### src/rtl/ddp_consts.svh
/*
 memory port constants: widths, capacity, rate limits, reset values.
 assumes inclusion by bare name from the package and the modules.
*/
`ifndef DDP_CONSTS_SVH
`define DDP_CONSTS_SVH
`define DDP_DQ_WIDTH        16
`define DDP_STROBE_WIDTH    2
`define DDP_MEM_MBITS       256
`define DDP_MEM_CLK_MAX_MHZ 200
`define DDP_LINE_MAX_MBPS   400
`define DDP_FIFO_DEPTH      16
`define DDP_PIN_RESET_N_RST 1'b0
`define DDP_PIN_SELECT_RST  1'b1
`endif

### src/rtl/ddp_pkg.sv
/*
 types shared by the memory port modules.
 assumes the constants header sits on the include path.
*/
`include "ddp_consts.svh"
package ddp_pkg;
   // input capture sequencer states
   typedef enum logic [1:0]
   {
      DDP_CAP_HIGH = 2'b00,
      DDP_CAP_LOW  = 2'b01,
      DDP_CAP_PUSH = 2'b10
   } ddp_cap_t;
endpackage : ddp_pkg

### src/rtl/ddp_fifo.sv
/*
 synchronous fifo with valid and ready on both sides.
 assumes one clock and a synchronised active-low reset.
*/
`timescale 1ns/1ps
`include "ddp_consts.svh"
module ddp_fifo
   import ddp_pkg::*;
#(
   parameter int WIDTH = 36,
   parameter int DEPTH = `DDP_FIFO_DEPTH
)
(
   // clock and reset
   input  wire logic             i_clk,
   input  wire logic             i_rst_n,
   // fill side
   input  wire logic             i_in_valid,
   input  wire logic [WIDTH-1:0] i_in_data,
   output wire logic             o_in_ready,
   // drain side
   output wire logic             o_out_valid,
   output wire logic [WIDTH-1:0] o_out_data,
   input  wire logic             i_out_ready
);
   localparam int PW = $clog2(DEPTH);
   localparam int CW = $clog2(DEPTH + 1);
   localparam logic [PW-1:0] LAST = PW'(DEPTH - 1);
   localparam logic [CW-1:0] FULL = CW'(DEPTH);

   logic [WIDTH-1:0] mem [DEPTH];
   logic [PW-1:0]    wr_ptr_r;
   logic [PW-1:0]    rd_ptr_r;
   logic [CW-1:0]    count_r;
   wire              push;
   wire              pop;

   // honest full and empty from the fill count
   assign o_in_ready  = (count_r != FULL);
   assign o_out_valid = (count_r != '0);
   assign o_out_data  = mem[rd_ptr_r];
   assign push        = i_in_valid && o_in_ready;
   assign pop         = o_out_valid && i_out_ready;

   // storage write
   always_ff @(posedge i_clk)
   begin
      if (push)
         mem[wr_ptr_r] <= i_in_data;
   end

   // pointers and count
   always_ff @(posedge i_clk or negedge i_rst_n)
   begin
      if (!i_rst_n)
      begin
         wr_ptr_r <= '0;
         rd_ptr_r <= '0;
         count_r  <= '0;
      end
      else
      begin
         if (push)
            wr_ptr_r <= (wr_ptr_r == LAST) ? '0 : wr_ptr_r + 1'b1;
         if (pop)
            rd_ptr_r <= (rd_ptr_r == LAST) ? '0 : rd_ptr_r + 1'b1;
         if (push && !pop)
            count_r <= count_r + 1'b1;
         else if (pop && !push)
            count_r <= count_r - 1'b1;
      end
   end
endmodule : ddp_fifo

### src/rtl/ddp_port.sv
/*
 fabric-side port to a packaged 16-bit double-data-rate memory die:
 output ddr registers for clock, strobe/mask and data, a once-per-pair select register, and an
 input capture path timed by the calibration clock into a fifo.
 assumes user-side inputs come from logic on i_clk; memory pins, the
 quadrature clock and the calibration clock are asynchronous.
*/
`timescale 1ns/1ps
`include "ddp_consts.svh"
// Contract
// - The memory holds 256 Mbits and its clock must not exceed 200 MHz.
// - Data moves on a 16-bit bus at double rate, at most 400 Mbps a line.
// - The memory clock is sent as high and low halves on both legs.
// - The strobe from the memory is returned as high and low halves.
// - Read data from the 16 lines is delivered as high and low halves.
module ddp_port
   import ddp_pkg::*;
#(
   parameter int DQW = `DDP_DQ_WIDTH,
   parameter int SW  = `DDP_STROBE_WIDTH
)
(
   // clock and reset
   input  wire logic           i_clk,
   input  wire logic           i_resetn,
   // user control
   input  wire logic           i_mem_reset_n,
   input  wire logic           i_mem_select_n,
   input  wire logic           i_mem_clock_true_high_half,
   input  wire logic           i_mem_clock_true_low_half,
   input  wire logic           i_mem_clock_comp_high_half,
   input  wire logic           i_mem_clock_comp_low_half,
   // user write side
   input  wire logic [SW-1:0]  i_strobe_mask_out_high,
   input  wire logic [SW-1:0]  i_strobe_mask_out_low,
   input  wire logic [SW-1:0]  i_strobe_drive_enable,
   input  wire logic [DQW-1:0] i_bus_out_high_half,
   input  wire logic [DQW-1:0] i_bus_out_low_half,
   input  wire logic [DQW-1:0] i_bus_drive_enable,
   // auxiliary clocks
   input  wire logic           i_quadrature_clock,
   input  wire logic           i_input_calibration_clock,
   // memory pins, input side
   input  wire logic [DQW-1:0] i_pin_dq,
   input  wire logic [SW-1:0]  i_pin_strobe,
   // memory pins, output side
   output logic                o_pin_reset_n,
   output logic                o_pin_select_n,
   output logic                o_pin_ck_true,
   output logic                o_pin_ck_comp,
   output logic [DQW-1:0]      o_pin_dq,
   output logic [DQW-1:0]      o_pin_dq_oe,
   output logic [SW-1:0]       o_pin_strobe,
   output logic [SW-1:0]       o_pin_strobe_oe,
   // user read side
   output logic [DQW-1:0]      o_bus_in_high_half,
   output logic [DQW-1:0]      o_bus_in_low_half,
   output logic [SW-1:0]       o_strobe_return_high,
   output logic [SW-1:0]       o_strobe_return_low,
   output logic                o_rd_valid,
   input  wire logic           i_rd_ready,
   output logic                o_capture_ready,
   output logic                o_quad_level
);
   localparam int HW = DQW + SW;
   localparam int FW = 2 * HW;

   // reset release through two flops
   logic rst_s1_r;
   logic rst_n;
   always_ff @(posedge i_clk or negedge i_resetn)
   begin
      if (!i_resetn)
      begin
         rst_s1_r <= 1'b0;
         rst_n    <= 1'b0;
      end
      else
      begin
         rst_s1_r <= 1'b1;
         rst_n    <= rst_s1_r;
      end
   end

   // output ddr register: phase 0 sends high half, phase 1 low half
   logic           out_phase_r;
   logic [DQW-1:0] dq_lo_hold_r;
   logic [SW-1:0]  st_lo_hold_r;
   logic           ckt_lo_hold_r;
   logic           ckc_lo_hold_r;
   always_ff @(posedge i_clk or negedge rst_n)
   begin
      if (!rst_n)
      begin
         out_phase_r     <= 1'b0;
         dq_lo_hold_r    <= '0;
         st_lo_hold_r    <= '0;
         ckt_lo_hold_r   <= 1'b0;
         ckc_lo_hold_r   <= 1'b0;
         o_pin_dq        <= '0;
         o_pin_dq_oe     <= '0;
         o_pin_strobe    <= '0;
         o_pin_strobe_oe <= '0;
         o_pin_ck_true   <= 1'b0;
         o_pin_ck_comp   <= 1'b0;
         o_pin_reset_n   <= `DDP_PIN_RESET_N_RST;
         o_pin_select_n  <= `DDP_PIN_SELECT_RST;
      end
      else
      begin
         out_phase_r <= ~out_phase_r;
         if (!out_phase_r)
         begin
            o_pin_dq        <= i_bus_out_high_half;
            o_pin_strobe    <= i_strobe_mask_out_high;
            o_pin_ck_true   <= i_mem_clock_true_high_half;
            o_pin_ck_comp   <= i_mem_clock_comp_high_half;
            dq_lo_hold_r    <= i_bus_out_low_half;
            st_lo_hold_r    <= i_strobe_mask_out_low;
            ckt_lo_hold_r   <= i_mem_clock_true_low_half;
            ckc_lo_hold_r   <= i_mem_clock_comp_low_half;
            o_pin_dq_oe     <= i_bus_drive_enable;
            o_pin_strobe_oe <= i_strobe_drive_enable;
            o_pin_reset_n   <= i_mem_reset_n;
            o_pin_select_n  <= i_mem_select_n;
         end
         else
         begin
            o_pin_dq      <= dq_lo_hold_r;
            o_pin_strobe  <= st_lo_hold_r;
            o_pin_ck_true <= ckt_lo_hold_r;
            o_pin_ck_comp <= ckc_lo_hold_r;
         end
      end
   end

   // synchronisers for asynchronous inputs
   logic           cal_s1_r, cal_s2_r, cal_s3_r;
   logic           quad_s1_r;
   logic [DQW-1:0] dq_s1_r, dq_s2_r;
   logic [SW-1:0]  st_s1_r, st_s2_r;
   always_ff @(posedge i_clk or negedge rst_n)
   begin
      if (!rst_n)
      begin
         cal_s1_r     <= 1'b0;
         cal_s2_r     <= 1'b0;
         cal_s3_r     <= 1'b0;
         quad_s1_r    <= 1'b0;
         o_quad_level <= 1'b0;
         dq_s1_r      <= '0;
         dq_s2_r      <= '0;
         st_s1_r      <= '0;
         st_s2_r      <= '0;
      end
      else
      begin
         cal_s1_r     <= i_input_calibration_clock;
         cal_s2_r     <= cal_s1_r;
         cal_s3_r     <= cal_s2_r;
         quad_s1_r    <= i_quadrature_clock;
         o_quad_level <= quad_s1_r;
         dq_s1_r      <= i_pin_dq;
         dq_s2_r      <= dq_s1_r;
         st_s1_r      <= i_pin_strobe;
         st_s2_r      <= st_s1_r;
      end
   end

   // calibration clock edges
   wire cal_rise = cal_s2_r && !cal_s3_r;
   wire cal_fall = !cal_s2_r && cal_s3_r;

   // capture sequencer: rise gives high half, fall gives low half
   ddp_cap_t      cap_state_r;
   ddp_cap_t      cap_state_nxt;
   logic [HW-1:0] cap_hi_r;
   logic [HW-1:0] cap_lo_r;
   wire           fifo_in_ready;
   wire           fifo_in_valid = (cap_state_r == DDP_CAP_PUSH);
   always_comb
   begin
      cap_state_nxt = cap_state_r;
      unique case (cap_state_r)
         DDP_CAP_HIGH: if (cal_rise) cap_state_nxt = DDP_CAP_LOW;
         DDP_CAP_LOW:  if (cal_fall) cap_state_nxt = DDP_CAP_PUSH;
         DDP_CAP_PUSH: if (fifo_in_ready) cap_state_nxt = DDP_CAP_HIGH;
         default:      cap_state_nxt = DDP_CAP_HIGH;
      endcase
   end

   always_ff @(posedge i_clk or negedge rst_n)
   begin
      if (!rst_n)
      begin
         cap_state_r <= DDP_CAP_HIGH;
         cap_hi_r    <= '0;
         cap_lo_r    <= '0;
      end
      else
      begin
         cap_state_r <= cap_state_nxt;
         if (cap_state_r == DDP_CAP_HIGH && cal_rise)
            cap_hi_r <= {st_s2_r, dq_s2_r};
         if (cap_state_r == DDP_CAP_LOW && cal_fall)
            cap_lo_r <= {st_s2_r, dq_s2_r};
      end
   end

   // read fifo and registered output stage
   wire           fifo_out_valid;
   wire [FW-1:0]  fifo_out_data;
   wire           stage_ready = !o_rd_valid || i_rd_ready;
   ddp_fifo #(.WIDTH(FW), .DEPTH(`DDP_FIFO_DEPTH)) u_fifo
   (
      .i_clk       (i_clk),
      .i_rst_n     (rst_n),
      .i_in_valid  (fifo_in_valid),
      .i_in_data   ({cap_hi_r, cap_lo_r}),
      .o_in_ready  (fifo_in_ready),
      .o_out_valid (fifo_out_valid),
      .o_out_data  (fifo_out_data),
      .i_out_ready (stage_ready)
   );

   always_ff @(posedge i_clk or negedge rst_n)
   begin
      if (!rst_n)
      begin
         o_rd_valid           <= 1'b0;
         o_bus_in_high_half   <= '0;
         o_bus_in_low_half    <= '0;
         o_strobe_return_high <= '0;
         o_strobe_return_low  <= '0;
         o_capture_ready      <= 1'b0;
      end
      else
      begin
         o_capture_ready <= fifo_in_ready;
         if (stage_ready)
         begin
            o_rd_valid <= fifo_out_valid;
            {o_strobe_return_high, o_bus_in_high_half,
             o_strobe_return_low, o_bus_in_low_half} <= fifo_out_data;
         end
      end
   end

   a_high_half_first: assert property (@(posedge i_clk)
      disable iff (!rst_n)
      !out_phase_r |=> o_pin_dq == $past(i_bus_out_high_half))
      else $error("high half not sent first");
   a_low_half_next: assert property (@(posedge i_clk)
      disable iff (!rst_n)
      !out_phase_r ##1 out_phase_r |=> o_pin_dq == $past(i_bus_out_low_half, 2))
      else $error("low half not sent second");
   a_ck_pair_order: assert property (@(posedge i_clk)
      disable iff (!rst_n)
      !out_phase_r |=> o_pin_ck_true == $past(i_mem_clock_true_high_half)
         ##1 o_pin_ck_comp == $past(i_mem_clock_comp_low_half, 2))
      else $error("memory clock halves out of order");
   a_oe_pair_hold: assert property (@(posedge i_clk)
      disable iff (!rst_n)
      out_phase_r |=> $stable(o_pin_dq_oe))
      else $error("data enable changed inside a pair");
   a_phase_alternates: assert property (@(posedge i_clk)
      disable iff (!rst_n)
      out_phase_r |=> !out_phase_r ##1 out_phase_r)
      else $error("output phase did not alternate");
   a_rise_loads_high: assert property (@(posedge i_clk)
      disable iff (!rst_n)
      cap_state_r == DDP_CAP_HIGH && cal_rise |=>
         cap_hi_r == $past({st_s2_r, dq_s2_r}) && cap_state_r == DDP_CAP_LOW)
      else $error("rising edge did not load high half");
   a_fall_then_push: assert property (@(posedge i_clk)
      disable iff (!rst_n)
      cap_state_r == DDP_CAP_LOW && cal_fall |=> fifo_in_valid
         && cap_lo_r == $past({st_s2_r, dq_s2_r}))
      else $error("falling edge did not queue a pair");
   a_read_hold: assert property (@(posedge i_clk)
      disable iff (!rst_n)
      o_rd_valid && !i_rd_ready |=> o_rd_valid && $stable(o_bus_in_high_half)
         && $stable(o_bus_in_low_half))
      else $error("read word changed while stalled");
endmodule : ddp_port

### config.mk
export PLATFORM = sky130hd
export DESIGN_NAME = ddp_port
export DESIGN_NICKNAME = d
export VERILOG_FILES = /design/src/rtl/ddp_pkg.sv /design/src/rtl/ddp_fifo.sv /design/src/rtl/ddp_port.sv
export VERILOG_INCLUDE_DIRS = /design/src /design/src/rtl
export SDC_FILE = /design/constraint.sdc
export NUM_CORES = 1
export LEC_CHECK = 0
export BUFFER_PORTS_ARGS = -buffer_cell sky130_fd_sc_hd__buf_2
export CAP_MARGIN = 5
export CORE_ASPECT_RATIO = 1.25
export CORE_MARGIN = 3
export CORE_UTILIZATION = 40
export DETAILED_ROUTE_END_ITERATION = 10
export GPL_TIMING_DRIVEN = 0
export PLACE_DENSITY = 0.64
export SETUP_SLACK_MARGIN = 0.15
export SKIP_LAST_GASP = 1
export SYNTH_ARGS = -nofsm -noshare
export SYNTH_HDL_FRONTEND = slang
export SYNTH_SLANG_ARGS = --single-unit
### constraint.sdc
create_clock -name i_clk -period 8.1 [get_ports i_clk]
set_input_delay 1.215 -clock i_clk [delete_from_list [all_inputs] [get_ports i_clk]]
set_output_delay 1.215 -clock i_clk [all_outputs]
set_load 0.1 [all_outputs]
Yosys cells after proc, flatten, opt, wreduce, memory -nomap -nowiden. Memory sizes are Yosys's and may differ from the RTL's. A register that Yosys moved wholly into a read port is not among the register bits. Cells that the tools add are included.

Register bits after elaboration: 157. Bits in latches: 0. Bits in writable memories: 576. Bits in read-only memories: 0. Bits of input ports: 83. Output and inout bits: 79. Logic and storage cells: 79. Memories kept: 1.

Add/subtract/negate cells: 4. Multipliers: 0. Divide/modulo/power cells: 0. Order comparisons: 0. Equality and inequality tests: 8. Shifts and indexed selects: 0. Multiplexer cells: 14. Bitwise gates (word level): 1. Reductions and logical operators: 19.

Memories: u_fifo.mem (depth 16, width 36, rd ports 1, clocked after Yosys merged registers in 1, write ports 1, line ddp_fifo.sv:31) `logic [WIDTH-1:0] mem [DEPTH];`.

Operator list (number): $mux W16 (1); $mux W5 (2); $add A4 B1 Y4 const B (2); $eq A4 B4 Y1 const B (2); $logic_and A1 B1 Y1 (8); $mux W2 (4); $mux W4 (2); $logic_not A1 Y1 (6); $ne A2 B2 Y1 const B (3); $pmux W2 S3 (1); $add A5 B1 Y5 const B (1); $ne A5 B5 Y1 const B (1); $reduce_bool A5 Y1 (1); $sub A5 B1 Y5 const B (1); $mux W1 (4); $reduce_and A3 Y1 (1); $eq A2 B1 Y1 const B (1); $eq A2 B2 Y1 const B (1); $logic_not A2 Y1 (1); $reduce_bool A2 Y1 (1); $logic_or A1 B1 Y1 (1); $not A1 Y1 (1).

Logic depth before layout (Yosys ltp). Gate-level depths: netlist of run 1.

Depth in word-level cells: 6. Depth in mapped cells: 10. Depth with buffers taken out: 9.

Cells and area by module. Synthesis of run 1 repeated with hierarchy kept, for this count alone.

Cells, all modules: 1380. Area, all modules: 28527.4 sq um.

By module, submodules not included: ddp_fifo (instances 1, cells each 980, area an instance 22385.2 sq um); ddp_port (instances 1, cells each 400, area an instance 6142.1 sq um).

Worst setup path before layout of run 1. Ideal clock, no wire load.

Path kind: input to register. From: input port i_rd_ready. To: register u_fifo.count_r[4]. Library setup time: 0.080 ns. Data arrival time: 2.875 ns. Path slack: 5.145 ns. Stages: 9. Path buffers: 0. Cells stage by stage: nand2b_1 -> o21ai_2 -> ha_1 -> inv_1 -> fa_1 -> a21o_1 -> a21oi_1 -> mux2i_1 -> xnor2_1.

Longest elaborated chain between the ends: 5. Elaborated cells between the ends (all ways): 7. Those cells by class: mux: 1; reduce/logical: 6.

Ends and longest elaborated chain: from (decl) (line ddp_port.sv:61) `input wire logic i_rd_ready,`; $logic_or A1 B1 Y1 (*) (line ddp_port.sv:213) `wire stage_ready = !o_rd_valid || i_rd_ready;`; $logic_and A1 B1 Y1 (*) (line ddp_fifo.sv:43) `assign pop = o_out_valid && i_out_ready;`; $logic_not A1 Y1 (line ddp_fifo.sv:67) `if (push && !pop)`; $logic_and A1 B1 Y1 (line ddp_fifo.sv:67); $mux W5 or $reduce_bool A2 Y1 (tied branches); to (signal assigned) (line ddp_fifo.sv:68) `count_r <= count_r + 1'b1;`; to (signal assigned) (line ddp_fifo.sv:70) `count_r <= count_r - 1'b1;`; to (decl) (line ddp_fifo.sv:34) `logic [CW-1:0] count_r;`.

Every way passes the cells marked *; elsewhere a longest branch is shown, timed or not. A chain may end at the register's enable or synchronous reset.

Worst setup path after layout of run 1.
From: register u_fifo.count_r[0]. To: register u_fifo.count_r[4].

Longest elaborated chain between the ends: 5. Elaborated cells between the ends (all ways): 13. Those cells by class: add/sub: 2; eq/ne: 1; mux: 2; reduce/logical: 8.

Ends and longest elaborated chain: $ne A5 B5 Y1 (*) (line ddp_fifo.sv:39) `assign o_in_ready = (count_r != FULL);`; $logic_and A1 B1 Y1 (*) (line ddp_fifo.sv:42) `assign push = i_in_valid && o_in_ready;`; via u_fifo.push (line ddp_fifo.sv:35) `wire push;`; $logic_not A1 Y1 (line ddp_fifo.sv:69) `else if (pop && !push)`; $logic_and A1 B1 Y1 (line ddp_fifo.sv:69); $reduce_bool A2 Y1 (no line).

Mark *: on every way through the listed nets, which the timed path passes. The rest lies on a longest branch. The select of a mux whose other input is x is not followed.

==> out/results.txt, run 1 <==
outcome: finished, final reports clean
worst r2r src: u_fifo.count_r[0]$_DFFE_PN0P_
Lkg Pwr: 12.6 nW
first-pass GRT wire length: 101000 µm
Post-Syn Area: 0.0291 mm²
Die X: 247 µm
first drt pass iteration count: 5
area leader, netlist: edfxtp_1
CP max stage delay: 0.45 ns
Peak VDD IR: 0.216 mV
Layout Area Growth over Synthesis: 17.4%
Critical Path, Cell by Cell: nor4_1 -> a21oi_1 -> clkbuf_1 -> ha_1 -> inv_1 -> fa_1 -> a21o_1 -> a21oi_1 -> mux2i_1 -> xnor2_1
hold path endpoint: dq_s2_r[9]$_DFF_PN0_
clock transition at the registers of the reported paths: 0.06 ns
slowest stage cell, crit path: dfrtp_1
Clock Latency Late Sink: 0.62 ns
CTS tree: yes
Top FF cell, synth: edfxtp_1
fillers: 6050
top post-synthesis cells by area: edfxtp_1 59%, dfrtp_1 16%, mux2i_1 6.2%
Row Count: 110
Pins Over Slew Limit: 0
Util after Layout: 47.4%
synth unique cells: 48
die area: 0.0761 mm²
drt total wl: 66900 µm
Highest Clock Rate: 328 MHz
setup repair bufs after CTS: 0
ys async rst share: 25.1%
1st-iter DRT viols: 1171
initial antenna violation count: 2
Top delay family on crit path: compound AO/OA/AOI/OAI gates
Post-synth EDFFs: 576
post-cts repair resize count: 0
CP dominant cell by count: a21oi_1
Syn Area/Cell: 18.6 µm²
min-delay src: dq_s1_r[9]$_DFF_PN0_
clock sink count: 769
Final Hold Vio Count: 0
Tmin final: 3.05 ns
Synth Register Bits: 769
Cells after Synth: 1570
worst path bufs/invs: 2
worst-case hold slack: 0.345 ns
layout cells sized above 1: 23.1%
hold path cells: 0
RSZ-0062 raised after global routing: no
Mapped Nets: 1663
path depth of the worst reg2reg path: 10
hold_buf cts: 0
DPL Wire Length: 44400 µm
# nets final: 1920
Residual DRC: 0
final instance area: 0.0342 mm²
reg2reg setup slack: 5.05 ns
sequential element share of the synthesized area: 75.9%
commonest cells after routing, fill and taps aside: 576 x edfxtp_1, 191 x dfrtp_1, 181 x mux2i_1, 180 x buf_2, 84 x clkbuf_16
Worst Setup End Kind: register
area of placed instances: 0.0316 mm²
PwrDens: 358 mW/mm²
Arr. time, crit path: 3.59 ns
setup TNS: 0 ns
vias per cell: 5.24
clk buf depth: 3
clk root buf: clkbuf_16
Initial Util: 40.4%
yosys warns: 0
Tcrit/Tclk final: 37.6%
vias in the first global route: 15800
Slew HR: 29.3%
power after layout: 0.0123 W
GPL Wtd Cong: 0.810
Worst Tran Pin Value: 1.06 ns
Yosys top cell area share: 59.4%
# setup viols final: 0
HP Class: register to register
DRT antenna net count: 0
core area: 0.0721 mm²
Die Y-Extent: 308 µm
Setup Skew: 0.0237 ns
leading cell type in the layout, fill and taps excluded: edfxtp_1
worst r2r dst: u_fifo.count_r[4]$_DFFE_PN0P_
depth of the CTS H-tree: 3
port buffer count: 161
CTS buffer count: 75
All-Layer GR Usage: 17.9%
max_cap viols: 0
via count: 14900
startpoint types: register
CP required: 8.64 ns
Crit Path Class: register to register
largest net degree at the start of global routing: 68
remaining global-route overflow: 0
io pins: 162
crit-path max FO: 10
wire per inst: 23.6 µm
## sequential cells by signal (all words and copies together) (netlist names), 2 cells and up
register / count
o_bus_in_high_half: 16
u_fifo.wr_ptr_r: 4
dq_s2_r: 16
o_strobe_return_low: 2
o_strobe_return_high: 2
o_pin_strobe: 2
cap_hi_r: 18
u_fifo.count_r: 5
dq_s1_r: 16
o_pin_dq: 16
st_s1_r: 2
u_fifo.mem: 576
cap_state_r: 2
o_pin_strobe_oe: 2
st_lo_hold_r: 2
o_bus_in_low_half: 16
dq_lo_hold_r: 16
cap_lo_r: 18
o_pin_dq_oe: 16
st_s2_r: 2
u_fifo.rd_ptr_r: 4
## cells in the mapped netlist (all sizes together) (2+ instances only)
cell type and instances:
and2 48, edfxtp 576, o22ai 72, nor2b 2
xnor2 4, mux2i 181, xor2 2, mux2 58
nand3 3, dfrtp 192, nor2 3, mux4 72
a21o 4, o21ai 83, and3 6, inv 46
a21oi 5, ha 9, clkbuf 34, buf 49
o31ai 37, nand2 65, nand2b 4
## stage by stage
step,instances,setup WS [ns]
finish,2841,5.05
global route,2840,4.83
CTS,2840,5.07
detailed placement,2702,4.73
global placement,2683,-0.437
floorplan,1570,2.33
## metal layers
metal  part of all wire [%]  track usage, %  vias to the layer above  routed length [µm]
met5                      0               0                        -                   0
met4                    3.3            6.97                        0                2180
met3                    5.7            3.18                      115                3790
met2                     51            31.0                      495               34300
met1                     40            22.3                     7688               26700
li1                       -               -                     6596                   -
## kinds of logic after synthesis
family	after synthesis	synth area share [%]
muxes	311	14.1
AOI/OAI and AO/OA	205	4.24
and+or+nand+nor	138	2.40
DFF	769	75.9
buffers and inverters	130	2.67
adders and majority gates	10	0.455
xor gates and xnor gates	6	0.180
other	1	0.0129
## power breakdown
| part | switching, W | internal (W) | total, W | leakage [nW] |
|---|---|---|---|---|
| logic | 0.00223 | 0.00121 | 0.00345 | 3.83 |
| clock network | 0.00147 | 0.00217 | 0.00364 | 1.27 |
| registers | 0.000396 | 0.00477 | 0.00517 | 7.46 |
## layout make-up
cell class	count	area (µm²)	area share, %
clock buffers	108	2250	6.59
clock inverters	30	345	1.01
repair buffers	180	1250	3.66
inverters	46	173	0.505
plain buffers	84	604	1.77
diodes	1	2.50	0.00732
well taps	952	1190	3.48
flip-flops and latches	769	22100	64.7
multi-input cells	671	6250	18.3
## how the worst max path moves through the flow
| stage | start | end | cells after the start |
|---|---|---|---|
| 6_report | u_fifo.count_r[0]$_DFFE_PN0P_ | u_fifo.count_r[4]$_DFFE_PN0P_ | 10 |
| 5_1_grt | u_fifo.count_r[0]$_DFFE_PN0P_ | u_fifo.count_r[4]$_DFFE_PN0P_ | 10 |
| 4_1_cts | u_fifo.count_r[0]$_DFFE_PN0P_ | u_fifo.count_r[4]$_DFFE_PN0P_ | 9 |
| 3_5_place_dp | i_rd_ready | u_fifo.count_r[4]$_DFFE_PN0P_ | 10 |
| 3_3_place_gp | rst_n$_DFF_PN0_ | o_bus_in_high_half[13]$_DFFE_PN0N_ | 0 |
| 2_1_floorplan | rst_n$_DFF_PN0_ | cal_s1_r$_DFF_PN0_ | 0 |
Power figures use the tool's default switching activity.
==> run 2: changes to the inputs <==
--- a/config.mk
+++ b/config.mk
@@ -13,7 +13,7 @@
 export CORE_UTILIZATION = 40
 export DETAILED_ROUTE_END_ITERATION = 10
 export GPL_TIMING_DRIVEN = 0
-export PLACE_DENSITY = 0.64
+export PLACE_DENSITY = 0.66
 export SETUP_SLACK_MARGIN = 0.15
 export SKIP_LAST_GASP = 1
 export SYNTH_ARGS = -nofsm -noshare
==> constraint.sdc (replaced) <==
create_clock -name i_clk -period 2.8 [get_ports i_clk]
set_input_delay 0.42 -clock i_clk [delete_from_list [all_inputs] [get_ports i_clk]]
set_output_delay 0.42 -clock i_clk [all_outputs]
set_load 0.1 [all_outputs]
==> run 2 against run 1 <==
Against the previous run: first-iteration DRC count is 10% higher; clock power increased to 2.9 times the previous value; design area rose by 1.8%; global-route usage about the same; die area unchanged; via count grew 1.5%; maximum frequency increased by 16%; critical path depth down 1; hold slack worse by 0.31 ns; core utilization rose by 0.84 points; routed wire length increased by 0.33%; highest routed layer is now met5.
==> out/results.txt, run 2 (synthesized netlist as in run 1, its figures left out) <==
outcome: finished, final reports clean
Setup Skew: 0.0382 ns
reg2reg setup slack: 0.17 ns
worst slack at placement: -0.134 ns
Worst Tran Pin Value: 1.05 ns
clock transition at the registers of the reported paths: 0.06 ns
PwrDens: 1020 mW/mm²
Die X: 247 µm
crit path launch: u_fifo.count_r[1]$_DFFE_PN0P_
Reg power frac: 42.3%
via count: 15100
switching part of the total: 33.5%
1st-iter DRT viols: 1290
clk root buf: clkbuf_16
largest net degree at the start of global routing: 73
RSZ-0062 raised after global routing: yes
Util after Layout: 48.3%
core area: 0.0721 mm²
GPL Wtd Cong: 0.779
All-Layer GR Usage: 17.9%
Tcrit/Tclk final: 94.0%
combinational share of power: 28.4%
DPL Wire Length: 44400 µm
crit-path max FO: 5
die area: 0.0761 mm²
Final Hold Vio Count: 0
drt total wl: 67100 µm
clk buf depth: 3
startpoint types: register
Pins Over Slew Limit: 0
worst r2r dst: u_fifo.count_r[4]$_DFFE_PN0P_
CTS buffer count: 75
area of placed instances: 0.0316 mm²
depth of the CTS H-tree: 3
remaining global-route overflow: 0
# nets final: 1981
Residual DRC: 0
clock share of power: 29.3%
max_cap viols: 0
vias in the first global route: 16200
Biggest register: u_fifo.mem
first drt pass iteration count: 5
HP Class: input pin to register
final instance area: 0.0348 mm²
# setup viols final: 0
Layout Area Growth over Synthesis: 19.5%
CTS tree: yes
CP required: 3.33 ns
Worst Setup End Kind: register
Lkg Pwr: 12.8 nW
Setup crit end: u_fifo.count_r[4]$_DFFE_PN0P_
DRT antenna net count: 0
worst r2r src: u_fifo.count_r[1]$_DFFE_PN0P_
Largest regs: u_fifo.mem (576), cap_hi_r (18), cap_lo_r (18)
Crit Path Class: register to register
Highest Clock Rate: 380 MHz
clock sink count: 769
Initial Util: 40.4%
leading cell type in the layout, fill and taps excluded: edfxtp_1
max reg flops: 576
commonest cells after routing, fill and taps aside: 576 x edfxtp_1, 188 x dfrtp_1, 181 x buf_2, 180 x mux2i_1, 80 x o21ai_1
wire per inst: 23.1 µm
Die Y-Extent: 308 µm
worst setup margin: 0.169 ns
layout cells sized above 1: 23.0%
Clock Latency Late Sink: 0.62 ns
Peak VDD IR: 0.631 mV
Ant. Diodes: 0
port buffer count: 161
Arr. time, crit path: 3.16 ns
Tmin final: 2.63 ns
setup TNS: 0 ns
Psw: 0.0119 W
vias per cell: 5.21
io pins: 162
cell-internal power: 0.0236 W
initial antenna violation count: 2
Slew HR: 29.8%
Row Count: 110
path depth of the worst reg2reg path: 9
first-pass GRT wire length: 101000 µm
run 2: cell count changes in the layout (fill, tap and decap cells not counted), moves of 3 or more:
cell | before | now
clkbuf_1 | 47 | 50
clkbuf_8 | 6 | 10
clkbuf_16 | 84 | 79
dfrtp_2 | 0 | 3
dfrtp_1 | 191 | 188
buf_4 | 13 | 20
dlygate4sd3_1 | 0 | 55
inv_4 | 0 | 3
clkinv_1 | 3 | 6
clkinv_2 | 12 | 4
run 2: layout make-up:
| class | instances | area (µm²) |
|---|---|---|
| plain buffers | 84 | 606 |
| clock buffers | 110 | 2190 |
| clock inverters | 29 | 364 |
| fillers | 5949 | 37300 |
| inverters | 46 | 175 |
| multi-input cells | 671 | 6310 |
| flip-flops and latches | 769 | 22100 |
| well taps | 952 | 1190 |
| repair buffers | 241 | 1840 |
run 2: worst min path at each step:
stage,cells past startpoint,startpoint,endpoint
2_1_floorplan,0,i_resetn,rst_s1_r$_DFF_PN0_
3_3_place_gp,1,i_resetn,rst_s1_r$_DFF_PN0_
3_5_place_dp,1,i_resetn,rst_s1_r$_DFF_PN0_
4_1_cts,3,i_bus_out_low_half[1],dq_lo_hold_r[1]$_DFFE_PN0N_
5_1_grt,2,i_bus_drive_enable[5],o_pin_dq_oe[5]$_DFFE_PN0N_
6_report,2,i_bus_drive_enable[6],o_pin_dq_oe[6]$_DFFE_PN0N_
run 2: critical path, cell delays in order (launching register included):
cell	delay (ns)
dfrtp_2	0.45
or4_4	0.58
o21ai_4	0.17
ha_4	0.17
inv_4	0.05
fa_2	0.37
a21o_1	0.20
a21oi_2	0.15
mux2i_2	0.26
xnor2_1	0.15
run 2: routing by layer:
layer	vias to the layer above	track usage, %	part of all wire [%]
met3	103	3.32	5.8
met5	-	0	0.019
met2	499	31.3	52
li1	6721	-	-
met4	2	6.27	2.8
met1	7799	22.2	39
run 2: repair_timing:
action / 4_1_cts / 5_1_grt
setup endpoints to repair: 2 / 1
buffers inserted: 3 / 4
gates resized for setup: 12 / 4
hold endpoints to repair: 56 / 0
hold buffers: 55 / 0
pin swaps: 2 / 7
run 2: through the flow:
| stage | hold slack (ns) | power [W] | std cells |
|---|---|---|---|
| 3_5_place_dp | 0.208 | 0.0252 | 2701 |
| 5_1_grt | 0.0160 | 0.0369 | 2902 |
| 4_1_cts | 0.00235 | 0.0357 | 2898 |
| 3_3_place_gp | 0.205 | 0.0249 | 2683 |
| 6_report | 0.0355 | 0.0354 | 2902 |
| 2_1_floorplan | 0.124 | 0.0223 | 1570 |
run 2: power groups by stage:
stage / clock [W] / sequential, W / combinational (W)
4_1_cts: 0.0105 / 0.0150 / 0.0101
2_1_floorplan: 0 / 0.0169 / 0.00533
6_report: 0.0104 / 0.0150 / 0.0101
3_3_place_gp: 0 / 0.0152 / 0.00976
3_5_place_dp: 0 / 0.0152 / 0.0100
5_1_grt: 0.0110 / 0.0152 / 0.0107
==> run 3: changes to the inputs <==
--- a/config.mk
+++ b/config.mk
@@ -13,7 +13,7 @@
 export CORE_UTILIZATION = 40
 export DETAILED_ROUTE_END_ITERATION = 10
 export GPL_TIMING_DRIVEN = 0
-export PLACE_DENSITY = 0.66
+export PLACE_DENSITY = 0.64
 export SETUP_SLACK_MARGIN = 0.15
 export SKIP_LAST_GASP = 1
 export SYNTH_ARGS = -nofsm -noshare
==> constraint.sdc (replaced) <==
create_clock -name i_clk -period 3.3 [get_ports i_clk]
set_input_delay 0.495 -clock i_clk [delete_from_list [all_inputs] [get_ports i_clk]]
set_output_delay 0.495 -clock i_clk [all_outputs]
set_load 0.1 [all_outputs]
==> run 3 against run 2 <==
Against the previous run: maximum frequency down 11%; hold slack better by 0.045 ns; first-iteration DRC count down 5.6%; sequential share of layout area up 0.86 points; global-route usage up 0.61 points; clock skew down 0.011 ns; cell count down 1.3%; routed wire length up 3.4%; core utilization down 0.65 points; combinational power down 16%; register-to-register slack better by 0.16 ns; sequential power down 15%; largest cell class unchanged.
==> out/results.txt, run 3 (synthesized netlist as in run 1, its figures left out) <==
drt total wl: 69400 µm
vias in the first global route: 16300
clock share of power: 29.2%
Layout Area Growth over Synthesis: 17.9%
combinational share of power: 28.4%
Setup Skew: 0.0275 ns
Worst Setup End Kind: register
clock transition at the registers of the reported paths: 0.06 ns
Pins Over Slew Limit: 0
GPL Wtd Cong: 0.820
Die Y-Extent: 308 µm
max reg flops: 576
Arr. time, crit path: 3.51 ns
DRT antenna net count: 0
DPL Wire Length: 45500 µm
Largest regs: u_fifo.mem (576), cap_hi_r (18), cap_lo_r (18)
1st-iter DRT viols: 1218
switching part of the total: 33.9%
Ant. Diodes: 0
Die X: 247 µm
crit-path max FO: 5
largest net degree at the start of global routing: 65
RSZ-0062 raised after global routing: no
first-pass GRT wire length: 103000 µm
Initial Util: 40.4%
clk root buf: clkbuf_16
first drt pass iteration count: 5
reg2reg setup slack: 0.33 ns
wire per inst: 24.2 µm
Highest Clock Rate: 337 MHz
All-Layer GR Usage: 18.5%
core area: 0.0721 mm²
Reg power frac: 42.5%
crit path launch: u_fifo.count_r[1]$_DFFE_PN0P_
Tcrit/Tclk final: 90.0%
# nets final: 1942
fillers: 6057
die area: 0.0761 mm²
HP Class: input pin to register
startpoint types: register
vias per cell: 5.28
CTS buffer count: 75
Tmin final: 2.97 ns
Worst Tran Pin Value: 0.991 ns
initial antenna violation count: 0
Row Count: 110
port buffer count: 161
clk buf depth: 3
layout cells sized above 1: 23.1%
io pins: 162
Psw: 0.0102 W
max_cap viols: 0
cell-internal power: 0.0198 W
worst slack at placement: 0.305 ns
leading cell type in the layout, fill and taps excluded: edfxtp_1
CTS tree: yes
depth of the CTS H-tree: 3
# setup viols final: 0
Residual DRC: 0
via count: 15100
Slew HR: 33.9%
Lkg Pwr: 12.6 nW
commonest cells after routing, fill and taps aside: 576 x edfxtp_1, 191 x dfrtp_1, 181 x mux2i_1, 180 x buf_2, 80 x o21ai_1
min-delay src: i_bus_drive_enable[11]
Biggest register: u_fifo.mem
clock sink count: 769
remaining global-route overflow: 0
power after layout: 0.0299 W
Clock Latency Late Sink: 0.63 ns
outcome: finished, final reports clean
Final Hold Vio Count: 0
Peak VDD IR: 0.465 mV
worst setup margin: 0.329 ns
worst r2r src: u_fifo.count_r[1]$_DFFE_PN0P_
CP required: 3.84 ns
PwrDens: 872 mW/mm²
Crit Path Class: register to register
## run 3: changes by cell type in the layout (fill, tap and decap cells not counted), moves of 5 or more
| cell | change |
|---|---|
| buf_16 | -5 |
| clkbuf_1 | -10 |
| clkinv_2 | +5 |
| buf_4 | -6 |
| buf_12 | +6 |
| dlygate4sd3_1 | -34 |
## run 3: final timing paths
check                                                    end  cells after the start
min in group asynchronous                    rst_n$_DFF_PN0_                      2
setup reg to reg               u_fifo.count_r[4]$_DFFE_PN0P_                      9
hold reg to reg            o_bus_in_low_half[10]$_DFFE_PN0N_                      0
setup / recovery               u_fifo.count_r[4]$_DFFE_PN0P_                      9
hold / removal                   o_pin_dq_oe[11]$_DFFE_PN0N_                      2
max in group asynchronous   o_bus_in_low_half[0]$_DFFE_PN0N_                      2
## run 3: per-stage QoR
step / instances / setup TNS (ns) / hold WS, ns / cell area [µm²] / util [%]
final: 2863 / 0 / 0.0807 / 34300 / 47.6
after global routing: 2863 / 0 / 0.0703 / 34300 / 47.6
after CTS: 2862 / 0 / 0.0409 / 34300 / 47.6
after detailed placement: 2702 / 0 / 0.282 / 31600 / 43.8
after global placement: 2683 / -105.83 / 0.282 / 31100 / 43.2
after floorplan: 1570 / 0 / 0.199 / 29100 / -
## run 3: worst max-delay path: stages (launching register included)
cell and delay, ns:
dfrtp_1 0.44, or4_1 0.65, o21ai_4 0.24, ha_1 0.20, inv_1 0.11, fa_1 0.43, a21o_1 0.19, a21oi_1 0.21
mux2i_1 0.26, xnor2_1 0.16
## run 3: final cells by class
type	instances	area (µm²)	share of cell area [%]
Sequential cell	769	22100	64.4
Multi-Input combinational cell	671	6270	18.2
Clock buffer	101	2150	6.25
Timing Repair Buffer	202	1440	4.20
Tap cell	952	1190	3.47
Buffer	84	606	1.76
Clock inverter	38	389	1.13
Inverter	46	173	0.503
## run 3: power by group through the flow
stage	clock network, W	registers [W]	logic [W]
final	0.00873	0.0127	0.00849
after global placement	0	0.0129	0.00835
after floorplan	0	0.0144	0.00452
after CTS	0.00888	0.0127	0.00863
after detailed placement	0	0.0129	0.00857
after global routing	0.00924	0.0128	0.00900
## run 3: routing by layer
metal	wire, µm	vias up	global-route usage [%]	part of all wire (%)
li1	-	6662	-	-
met2	36000	432	32.8	52
met5	0	-	0	0
met4	2230	0	6.86	3.2
met1	27600	7898	22.6	40
met3	3550	120	3.14	5.1
## run 3: repair_timing
action,CTS,global route
endpoints found under the hold margin,22,0
hold buffers,21,0
buffers inserted,0,1
setup endpoints to repair,0,1
resized for setup,0,4
